[src/hdl/irq_status_pkg.sv]
package irq_status_pkg;

  // Bus and lane geometry
  localparam int ADDR_W = 12;
  localparam int DATA_W = 8;
  localparam int LANES = 8;
  localparam int SOURCES = 7;

  // Register offsets
  localparam logic [ADDR_W-1:0] OFS_LATCH_MODE_BANK0 = 12'h020;
  localparam logic [ADDR_W-1:0] OFS_LATCH_MODE_PAIR_B = 12'h022;
  localparam logic [ADDR_W-1:0] OFS_STATUS = 12'h023;
  localparam logic [ADDR_W-1:0] OFS_MASK = 12'h028;
  localparam logic [ADDR_W-1:0] OFS_PAIR_B_STATUS = 12'h029;
  localparam logic [ADDR_W-1:0] OFS_PAIR_B_MASK = 12'h02A;
  localparam logic [ADDR_W-1:0] OFS_LINK_CTRL = 12'h300;
  localparam logic [ADDR_W-1:0] OFS_LANE_FULL = 12'h30C;
  localparam logic [ADDR_W-1:0] OFS_LANE_EMPTY = 12'h30D;

  // Field positions in the status byte and its mode and mask twins
  localparam int BIT_CAL_OK = 7;
  localparam int BIT_CAL_BAD = 6;
  localparam int BIT_CONV_PLL_DROP = 5;
  localparam int BIT_CONV_PLL_OK = 4;
  localparam int BIT_LINK_PLL_DROP = 3;
  localparam int BIT_LINK_PLL_OK = 2;
  localparam int BIT_LANE_BUF_ERR = 1;
  localparam int BIT_RESERVED = 0;
  localparam int BIT_PAIR_B = 0;
  localparam int BIT_LINK_EN = 0;

  // Reset values
  localparam logic [DATA_W-1:0] RST_STATUS = 8'h00;
  localparam logic [DATA_W-1:0] RST_LATCH_MODE = 8'h00;
  localparam logic [DATA_W-1:0] RST_MASK = 8'hFE;
  localparam logic RST_PAIR_B_MASK = 1'b1;
  localparam logic RST_LINK_EN = 1'b0;
  localparam logic [DATA_W-1:0] STATUS_USED = 8'hFE;

  // Monitored conditions from the analog and calibration side
  typedef struct packed {
    logic calibrationPassed;
    logic calibrationFailed;
    logic converterPllUnlocked;
    logic converterPllLocked;
    logic linkPllUnlocked;
    logic linkPllLocked;
    logic pairBAlignTripped;
  } sources_s;

  // Per-lane buffer flags from the deserializer side
  typedef struct packed {
    logic [LANES-1:0] full;
    logic [LANES-1:0] empty;
  } lane_flags_s;

  // One register access from the control port
  typedef struct packed {
    logic [ADDR_W-1:0] addr;
    logic [DATA_W-1:0] wrData;
    logic wrEn;
    logic rdEn;
  } reg_req_s;

endpackage

[src/hdl/irq_status_latch_bank0.sv]
`timescale 1ns/100ps
module irq_status_latch_bank0 #(
  parameter int LANES = irq_status_pkg::LANES
) (
  // Clock and reset
  input wire logic sys_clk,
  input wire logic reset_n,
  // Register port
  input wire logic [irq_status_pkg::ADDR_W-1:0] regAddr,
  input wire logic [irq_status_pkg::DATA_W-1:0] regWrData,
  input wire logic regWrEn,
  input wire logic regRdEn,
  output logic [irq_status_pkg::DATA_W-1:0] regRdData,
  // Monitored conditions, asynchronous
  input wire irq_status_pkg::sources_s sources,
  input wire logic [LANES-1:0] laneFull,
  input wire logic [LANES-1:0] laneEmpty,
  // Interrupt and link control
  output logic irqN,
  output logic linkEnable
);

  localparam int DW = irq_status_pkg::DATA_W;

  typedef struct packed {
    irq_status_pkg::sources_s srcSync1;
    irq_status_pkg::sources_s srcSync2;
    logic [LANES-1:0] fullSync1;
    logic [LANES-1:0] fullSync2;
    logic [LANES-1:0] emptySync1;
    logic [LANES-1:0] emptySync2;
    logic [DW-1:0] latchMode;
    logic pairBMode;
    logic [DW-1:0] mask;
    logic pairBMask;
    logic linkEnable;
    logic [DW-1:0] rdData;
    logic irqN;
  } top_s;

  top_s st_ff;
  top_s nxt_st;

  irq_status_pkg::reg_req_s req;
  logic [DW-1:0] condVec;
  logic [DW-1:0] statusVec;
  logic [DW-1:0] pendVec;
  logic [DW-1:0] clearVec;
  logic pairBStatus;
  logic pairBPend;
  logic pairBClear;
  logic laneBufError;
  logic [LANES-1:0] fullFlags;
  logic [LANES-1:0] emptyFlags;

  // Address match, shared by write and read decoding
  function automatic logic hit(
    input logic [irq_status_pkg::ADDR_W-1:0] addr,
    input logic [irq_status_pkg::ADDR_W-1:0] ofs
  );
    return addr == ofs;
  endfunction

  // Lane flags wider than a byte would not fit one register
  function automatic logic [DW-1:0] toByte(input logic [LANES-1:0] flags);
    logic [DW-1:0] res;
    res = '0;
    for (int i = 0; i < LANES && i < DW; i++) begin
      res[i] = flags[i];
    end
    return res;
  endfunction

  always_comb begin
    req.addr = regAddr;
    req.wrData = regWrData;
    req.wrEn = regWrEn;
    req.rdEn = regRdEn;
  end

  // Live conditions, ordered as in the status byte
  always_comb begin
    condVec = '0;
    condVec[irq_status_pkg::BIT_CAL_OK] = st_ff.srcSync2.calibrationPassed;
    condVec[irq_status_pkg::BIT_CAL_BAD] = st_ff.srcSync2.calibrationFailed;
    condVec[irq_status_pkg::BIT_CONV_PLL_DROP] = st_ff.srcSync2.converterPllUnlocked;
    condVec[irq_status_pkg::BIT_CONV_PLL_OK] = st_ff.srcSync2.converterPllLocked;
    condVec[irq_status_pkg::BIT_LINK_PLL_DROP] = st_ff.srcSync2.linkPllUnlocked;
    condVec[irq_status_pkg::BIT_LINK_PLL_OK] = st_ff.srcSync2.linkPllLocked;
    condVec[irq_status_pkg::BIT_LANE_BUF_ERR] = laneBufError;
  end

  // Write-one-to-clear pulses for the status byte
  always_comb begin
    clearVec = '0;
    if (req.wrEn && hit(req.addr, irq_status_pkg::OFS_STATUS)) begin
      clearVec = req.wrData & irq_status_pkg::STATUS_USED;
    end
    pairBClear = req.wrEn && hit(req.addr, irq_status_pkg::OFS_PAIR_B_STATUS)
      && req.wrData[irq_status_pkg::BIT_PAIR_B];
  end

  assign statusVec[irq_status_pkg::BIT_RESERVED] = 1'b0;
  assign pendVec[irq_status_pkg::BIT_RESERVED] = 1'b0;

  genvar g;
  generate
    for (g = 1; g < DW; g++) begin : gen_cell
      status_bit_cell u_cell (
        .sys_clk(sys_clk),
        .reset_n(reset_n),
        .condition(condVec[g]),
        .latchMode(st_ff.latchMode[g]),
        .clearReq(clearVec[g]),
        .statusBit(statusVec[g]),
        .pending(pendVec[g])
      );
    end
  endgenerate

  status_bit_cell u_pair_b_cell (
    .sys_clk(sys_clk),
    .reset_n(reset_n),
    .condition(st_ff.srcSync2.pairBAlignTripped),
    .latchMode(st_ff.pairBMode),
    .clearReq(pairBClear),
    .statusBit(pairBStatus),
    .pending(pairBPend)
  );

  lane_buf_monitor #(
    .LANES(LANES)
  ) u_lane_mon (
    .sys_clk(sys_clk),
    .reset_n(reset_n),
    .laneFull(st_ff.fullSync2),
    .laneEmpty(st_ff.emptySync2),
    .linkEnable(st_ff.linkEnable),
    .laneBufError(laneBufError),
    .fullFlags(fullFlags),
    .emptyFlags(emptyFlags)
  );

  always_comb begin
    nxt_st = st_ff;

    // Two-stage synchronisers for the monitored conditions and lane flags
    nxt_st.srcSync1 = sources;
    nxt_st.srcSync2 = st_ff.srcSync1;
    nxt_st.fullSync1 = laneFull;
    nxt_st.fullSync2 = st_ff.fullSync1;
    nxt_st.emptySync1 = laneEmpty;
    nxt_st.emptySync2 = st_ff.emptySync1;

    // Register writes
    if (req.wrEn) begin
      if (hit(req.addr, irq_status_pkg::OFS_LATCH_MODE_BANK0)) begin
        nxt_st.latchMode = req.wrData & irq_status_pkg::STATUS_USED;
      end else if (hit(req.addr, irq_status_pkg::OFS_LATCH_MODE_PAIR_B)) begin
        nxt_st.pairBMode = req.wrData[irq_status_pkg::BIT_PAIR_B];
      end else if (hit(req.addr, irq_status_pkg::OFS_MASK)) begin
        nxt_st.mask = req.wrData & irq_status_pkg::STATUS_USED;
      end else if (hit(req.addr, irq_status_pkg::OFS_PAIR_B_MASK)) begin
        nxt_st.pairBMask = req.wrData[irq_status_pkg::BIT_PAIR_B];
      end else if (hit(req.addr, irq_status_pkg::OFS_LINK_CTRL)) begin
        nxt_st.linkEnable = req.wrData[irq_status_pkg::BIT_LINK_EN];
      end
    end

    // Read data stands only in the cycle after the strobe
    nxt_st.rdData = '0;
    if (req.rdEn) begin
      if (hit(req.addr, irq_status_pkg::OFS_STATUS)) begin
        nxt_st.rdData = statusVec;
      end else if (hit(req.addr, irq_status_pkg::OFS_LATCH_MODE_BANK0)) begin
        nxt_st.rdData = st_ff.latchMode;
      end else if (hit(req.addr, irq_status_pkg::OFS_LATCH_MODE_PAIR_B)) begin
        nxt_st.rdData[irq_status_pkg::BIT_PAIR_B] = st_ff.pairBMode;
      end else if (hit(req.addr, irq_status_pkg::OFS_MASK)) begin
        nxt_st.rdData = st_ff.mask;
      end else if (hit(req.addr, irq_status_pkg::OFS_PAIR_B_STATUS)) begin
        nxt_st.rdData[irq_status_pkg::BIT_PAIR_B] = pairBStatus;
      end else if (hit(req.addr, irq_status_pkg::OFS_PAIR_B_MASK)) begin
        nxt_st.rdData[irq_status_pkg::BIT_PAIR_B] = st_ff.pairBMask;
      end else if (hit(req.addr, irq_status_pkg::OFS_LINK_CTRL)) begin
        nxt_st.rdData[irq_status_pkg::BIT_LINK_EN] = st_ff.linkEnable;
      end else if (hit(req.addr, irq_status_pkg::OFS_LANE_FULL)) begin
        nxt_st.rdData = toByte(fullFlags);
      end else if (hit(req.addr, irq_status_pkg::OFS_LANE_EMPTY)) begin
        nxt_st.rdData = toByte(emptyFlags);
      end
    end

    // Only latched bits can pend, so live-mode sources never pull the line
    nxt_st.irqN = !(|(pendVec & st_ff.mask) || (pairBPend && st_ff.pairBMask));
  end

  always_ff @(posedge sys_clk or negedge reset_n) begin
    if (!reset_n) begin
      st_ff <= '0;
      st_ff.latchMode <= irq_status_pkg::RST_LATCH_MODE;
      st_ff.mask <= irq_status_pkg::RST_MASK;
      st_ff.pairBMask <= irq_status_pkg::RST_PAIR_B_MASK;
      st_ff.linkEnable <= irq_status_pkg::RST_LINK_EN;
      st_ff.rdData <= irq_status_pkg::RST_STATUS;
      st_ff.irqN <= 1'b1;
    end else begin
      st_ff <= nxt_st;
    end
  end

  assign regRdData = st_ff.rdData;
  assign irqN = st_ff.irqN;
  assign linkEnable = st_ff.linkEnable;

endmodule // irq_status_latch_bank0

[src/hdl/lane_buf_monitor.sv]
`timescale 1ns/100ps
module lane_buf_monitor #(
  parameter int LANES = irq_status_pkg::LANES
) (
  // Clock and reset
  input wire logic sys_clk,
  input wire logic reset_n,
  // Synchronised lane flags and link control
  input wire logic [LANES-1:0] laneFull,
  input wire logic [LANES-1:0] laneEmpty,
  input wire logic linkEnable,
  // Result
  output logic laneBufError,
  output logic [LANES-1:0] fullFlags,
  output logic [LANES-1:0] emptyFlags
);

  typedef struct packed {
    logic linkEnPrev;
    logic error;
    logic [LANES-1:0] full;
    logic [LANES-1:0] empty;
  } mon_s;

  mon_s mon_ff;
  mon_s nxt_mon;

  always_comb begin
    nxt_mon = mon_ff;
    nxt_mon.linkEnPrev = linkEnable;
    nxt_mon.full = laneFull;
    nxt_mon.empty = laneEmpty;
    if (linkEnable && !mon_ff.linkEnPrev) begin
      nxt_mon.error = 1'b0;
    end else if (linkEnable && ((|laneFull) || (|laneEmpty))) begin
      // Skips the enable cycle itself, where buffers are still priming
      nxt_mon.error = 1'b1;
    end
  end

  always_ff @(posedge sys_clk or negedge reset_n) begin
    if (!reset_n) begin
      mon_ff <= '0;
    end else begin
      mon_ff <= nxt_mon;
    end
  end

  assign laneBufError = mon_ff.error;
  assign fullFlags = mon_ff.full;
  assign emptyFlags = mon_ff.empty;

endmodule // lane_buf_monitor

[src/hdl/status_bit_cell.sv]
`timescale 1ns/100ps
module status_bit_cell (
  // Clock and reset
  input wire logic sys_clk,
  input wire logic reset_n,
  // Control
  input wire logic condition,
  input wire logic latchMode,
  input wire logic clearReq,
  // Result
  output logic statusBit,
  output logic pending
);

  typedef struct packed {
    logic prevCond;
    logic held;
  } cell_s;

  cell_s cell_ff;
  cell_s nxt_cell;

  always_comb begin
    nxt_cell = cell_ff;
    nxt_cell.prevCond = condition;
    if (!latchMode) begin
      nxt_cell.held = 1'b0;
    end else begin
      if (clearReq) begin
        nxt_cell.held = 1'b0;
      end
      // Set after clear so an edge in the clearing cycle survives
      if (condition && !cell_ff.prevCond) begin
        nxt_cell.held = 1'b1;
      end
    end
  end

  always_ff @(posedge sys_clk or negedge reset_n) begin
    if (!reset_n) begin
      cell_ff <= '0;
    end else begin
      cell_ff <= nxt_cell;
    end
  end

  assign statusBit = latchMode ? cell_ff.held : condition;
  assign pending = cell_ff.held;

endmodule // status_bit_cell

[config.mk]
export PLATFORM = sky130hd
export DESIGN_NAME = irq_status_latch_bank0
export DESIGN_NICKNAME = d
export VERILOG_FILES = /design/src/hdl/irq_status_pkg.sv /design/src/hdl/irq_status_latch_bank0.sv /design/src/hdl/lane_buf_monitor.sv /design/src/hdl/status_bit_cell.sv
export SDC_FILE = /design/constraint.sdc
export NUM_CORES = 1
export LEC_CHECK = 0
export BUFFER_PORTS_ARGS = -buffer_cell sky130_fd_sc_hd__buf_2
export CORE_MARGIN = 3
export CORE_UTILIZATION = 34
export DETAILED_ROUTE_END_ITERATION = 16
export PLACE_DENSITY = 0.49
export SETUP_SLACK_MARGIN = 0.1
export SLEW_MARGIN = 10
export SYNTH_ARGS = -nofsm -noshare
export SYNTH_HDL_FRONTEND = slang
export SYNTH_SLANG_ARGS = --single-unit
[constraint.sdc]
create_clock -name sys_clk -period 1.2 [get_ports sys_clk]
set_input_delay 0.24 -clock sys_clk [delete_from_list [all_inputs] [get_ports sys_clk]]
set_output_delay 0.24 -clock sys_clk [all_outputs]
set_load 0.02 [all_outputs]
==> flow_summary.toml <==
[outcome]
status = "finished, violations left"
violations = "setup timing"

[route]
drt_pass1_iterations = 4
via_count = 2548
drtIter0Drc = 62
vias_per_cell = 4.70
routedWlPerCell_um = 15.6
wl_um = 8460
drc = 0
final_antenna_net_count = 0

[worst_setup_path]
crit_fanout = 7
r2r_start = "st_ff[51]"
crit_required_ps = 1430
crit_path_start_kind = "primary input"
worstSetupPathType = "in -> reg"
reg2reg_slack_ps = -80
crit_arrival_ps = 1970
r2r_cells = 5
reg2reg_to = "u_lane_mon.laneBufError"
endpoint_kind = "flip-flop"

[cells_and_area]
diodes = 0
area_growth_pct = 42.4
final_nets = 444
utilization_pct = 50.5
nFillCells = 964
drive_gt1_share_pct = 47.0

[yosys]
synthDistinctLibCells = 38
yosysMostFrequentCell = "dfrtp_1"
syn_nets = 317
synth_top_area_share_pct = 61.8
synthCells = 270
ys_ff_latch = 106
synth-seq-area-share_pct = 67.8
synth-edff-count = 0
syn_avg_cell_area_um2 = 14.6
ys_async_sr_fraction_pct = 100
synthesis.yosys.warnings = 0
syn_area_um2 = 3930
synth_area_leaders = "dfrtp_1, dfstp_2, mux2_4"
synth_flop_cell = "dfrtp_1"
synth_common_cells = "dfrtp_1, mux2i_1, nor2b_1, o21ai_0, mux2_4"
yosysTopAreaCell = "dfrtp_1"

[worst_hold_path]
worstHoldPathCells = 3
hold_path.class = "in -> reg"
min_to = "regRdData[0]"
min_from = "regRdEn"

[global_routing]
antenna_found_initial = 0
grt-ovfl-total = 0
grt_use_total_pct = 14.1
grt_pass1_vias = 2700
grt_max_degree = 35
grt_pass1_wl_um = 13800

[timing]
rsz0062_at_grt = "true"
tightest_slew_ps = 347
finalSetupViolCount = 36
fin_crit_sh_pct = 145
whs_ps = 120
hold_violations = 0
final.setup.worst_slack_ps = -540
fin_crit_ps = 1740
skew_ps = 8.28
fmax_mhz = 575
setup_tns_ps = -13820
slew_viol_final = 0
max_slew_margin_pct = 76.2

[clocking]
clockBufferDepth = 2
htreeDepth = 3
clock_latency_ps = 350
cts_tree = "built"
cts.sinks = 106
cts_inserted_buffers = 9
cts_root_buf = "clkbuf_16"
clk_pin_slew_ps = 70

[die]
coreArea_um2 = 11100
initial_utilization_pct = 35.5
die_w_um = 114
die_y_um = 114
dieArea_um2 = 12900
rows = 38
pin_count = 57

[power]
p_total_uw = 7270
comb_power_share_pct = 6.7
switching_share_pct = 22.3
switching_power_uw = 1620
leakagePower_uw = 0.00251
pwr_density_cell_nw_per_um2 = 1300
p_int_uw = 5650
ir_worst_vdd_uv = 1050
pwr-share-seq_pct = 51.6
p_clk_share_pct = 41.6

[place]
gp_congestion = 0.775
numPortBuffers = 56
preCtsSetupSlack_ps = -894
dpl.hpwl_um = 5810

[flow_run]
cap_violations = 0
[repair_timing]
action	in CTS	in global routing
gates resized for setup	51	16
hold endpoints to repair	47	0
endpoints found under the setup margin	44	44
pin swaps	8	4
setup buffers	4	1
hold buffers	24	0
[placed cells by master, fill, tap and decap left out, types with 2 or more instances in the layout]
master / Yosys / final
dfrtp_1: 97 / 97
buf_2: 1 / 44
buf_4: 8 / 41
dlygate4sd3_1: 0 / 24
mux2i_1: 17 / 17
mux2_4: 14 / 17
buf_6: 1 / 17
o21ai_0: 16 / 16
nor2b_1: 16 / 16
a22oi_1: 11 / 11
clkbuf_16: 0 / 9
dfstp_2: 9 / 9
a21oi_2: 0 / 8
nand2_1: 8 / 7
mux2_2: 10 / 7
buf_12: 0 / 5
a211oi_2: 0 / 4
nor3_4: 0 / 3
a211oi_4: 0 / 3
nor4_1: 6 / 3
nor2_1: 4 / 2
nand4_1: 2 / 2
nand3b_1: 2 / 2
nor2_4: 0 / 2
nor3_1: 5 / 2
inv_1: 2 / 2
nand3_1: 2 / 2
nor2_8: 2 / 2
nor4_4: 0 / 2
inv_6: 0 / 2
[routing by layer]
layer | routed length (um) | GRT usage [%] | vias up
li1 | - | - | 1209
met1 | 3810 | 18.2 | 1274
met2 | 4140 | 22.5 | 56
met3 | 382 | 4.24 | 9
met4 | 123 | 5.37 | 0
met5 | 0 | 0 | -
[how the worst max path moves through the flow]
stage	startpoint	to	cells past startpoint	slack [ps]
after floorplan	regAddr[11]	st_ff[21]	5	-690
after global placement	regAddr[11]	st_ff[27]	6	-880
after detailed placement	regAddr[11]	st_ff[27]	6	-890
after CTS	regAddr[11]	st_ff[27]	6	-520
after global routing	regAddr[11]	st_ff[25]	6	-530
final	regAddr[11]	st_ff[23]	6	-540
[logic make-up (layout without fill, tap and decap cells)]
logic type / count (synthesis) / count (layout) / share of synthesized area, %
AOI/OAI and AO/OA: 48 / 48 / 7.61
buffers and inverters: 18 / 150 / 2.71
DFF: 106 / 106 / 67.8
muxes: 41 / 41 / 12.5
and+or+nand+nor: 57 / 57 / 9.36
[layout make-up]
type                    count  area (um2)  share of cell area (%)
well taps                 140         175                    3.13
flip-flops and latches    106        2660                    47.6
clock inverters             6        71.3                    1.27
repair buffers            132        1070                    19.2
clock buffers              10         239                    4.27
inverters                   2        7.51                   0.134
multi-input cells         146        1370                    24.4
[flip-flops by register name, summed over array words and instances, names as in the netlist, 6 cells and up]
register,flops
st_ff,33
nxt_st,23
regRdData,8
u_lane_mon.emptyFlags,8
u_lane_mon.fullFlags,8
gen_cell.u_cell.cell_ff,7
gen_cell.u_cell.pending,7
condVec,6
[metrics by stage]
stage,area [um2],cells
final,5600,542
after global routing,5600,542
after CTS,5520,541
after detailed placement,4720,497
after global placement,4720,497
after floorplan,3970,270
[critical path, stage by stage]
cell    delay [ps]
buf_6           90
or4_4          530
or3b_4         400
buf_12         160
nor2_8         230
mux2_4         320
[power by group through the flow]
stage               Sequential [uW]  Combinational (uW)  Clock (uW)
CTS                            3750                 487        3130
floorplan                      3800                 136           0
detailed placement             3820                 404           0
global route                   3770                 545        3260
finish                         3750                 490        3030
global placement               3810                 402           0
Note: power is estimated with default switching activity, not from simulation.
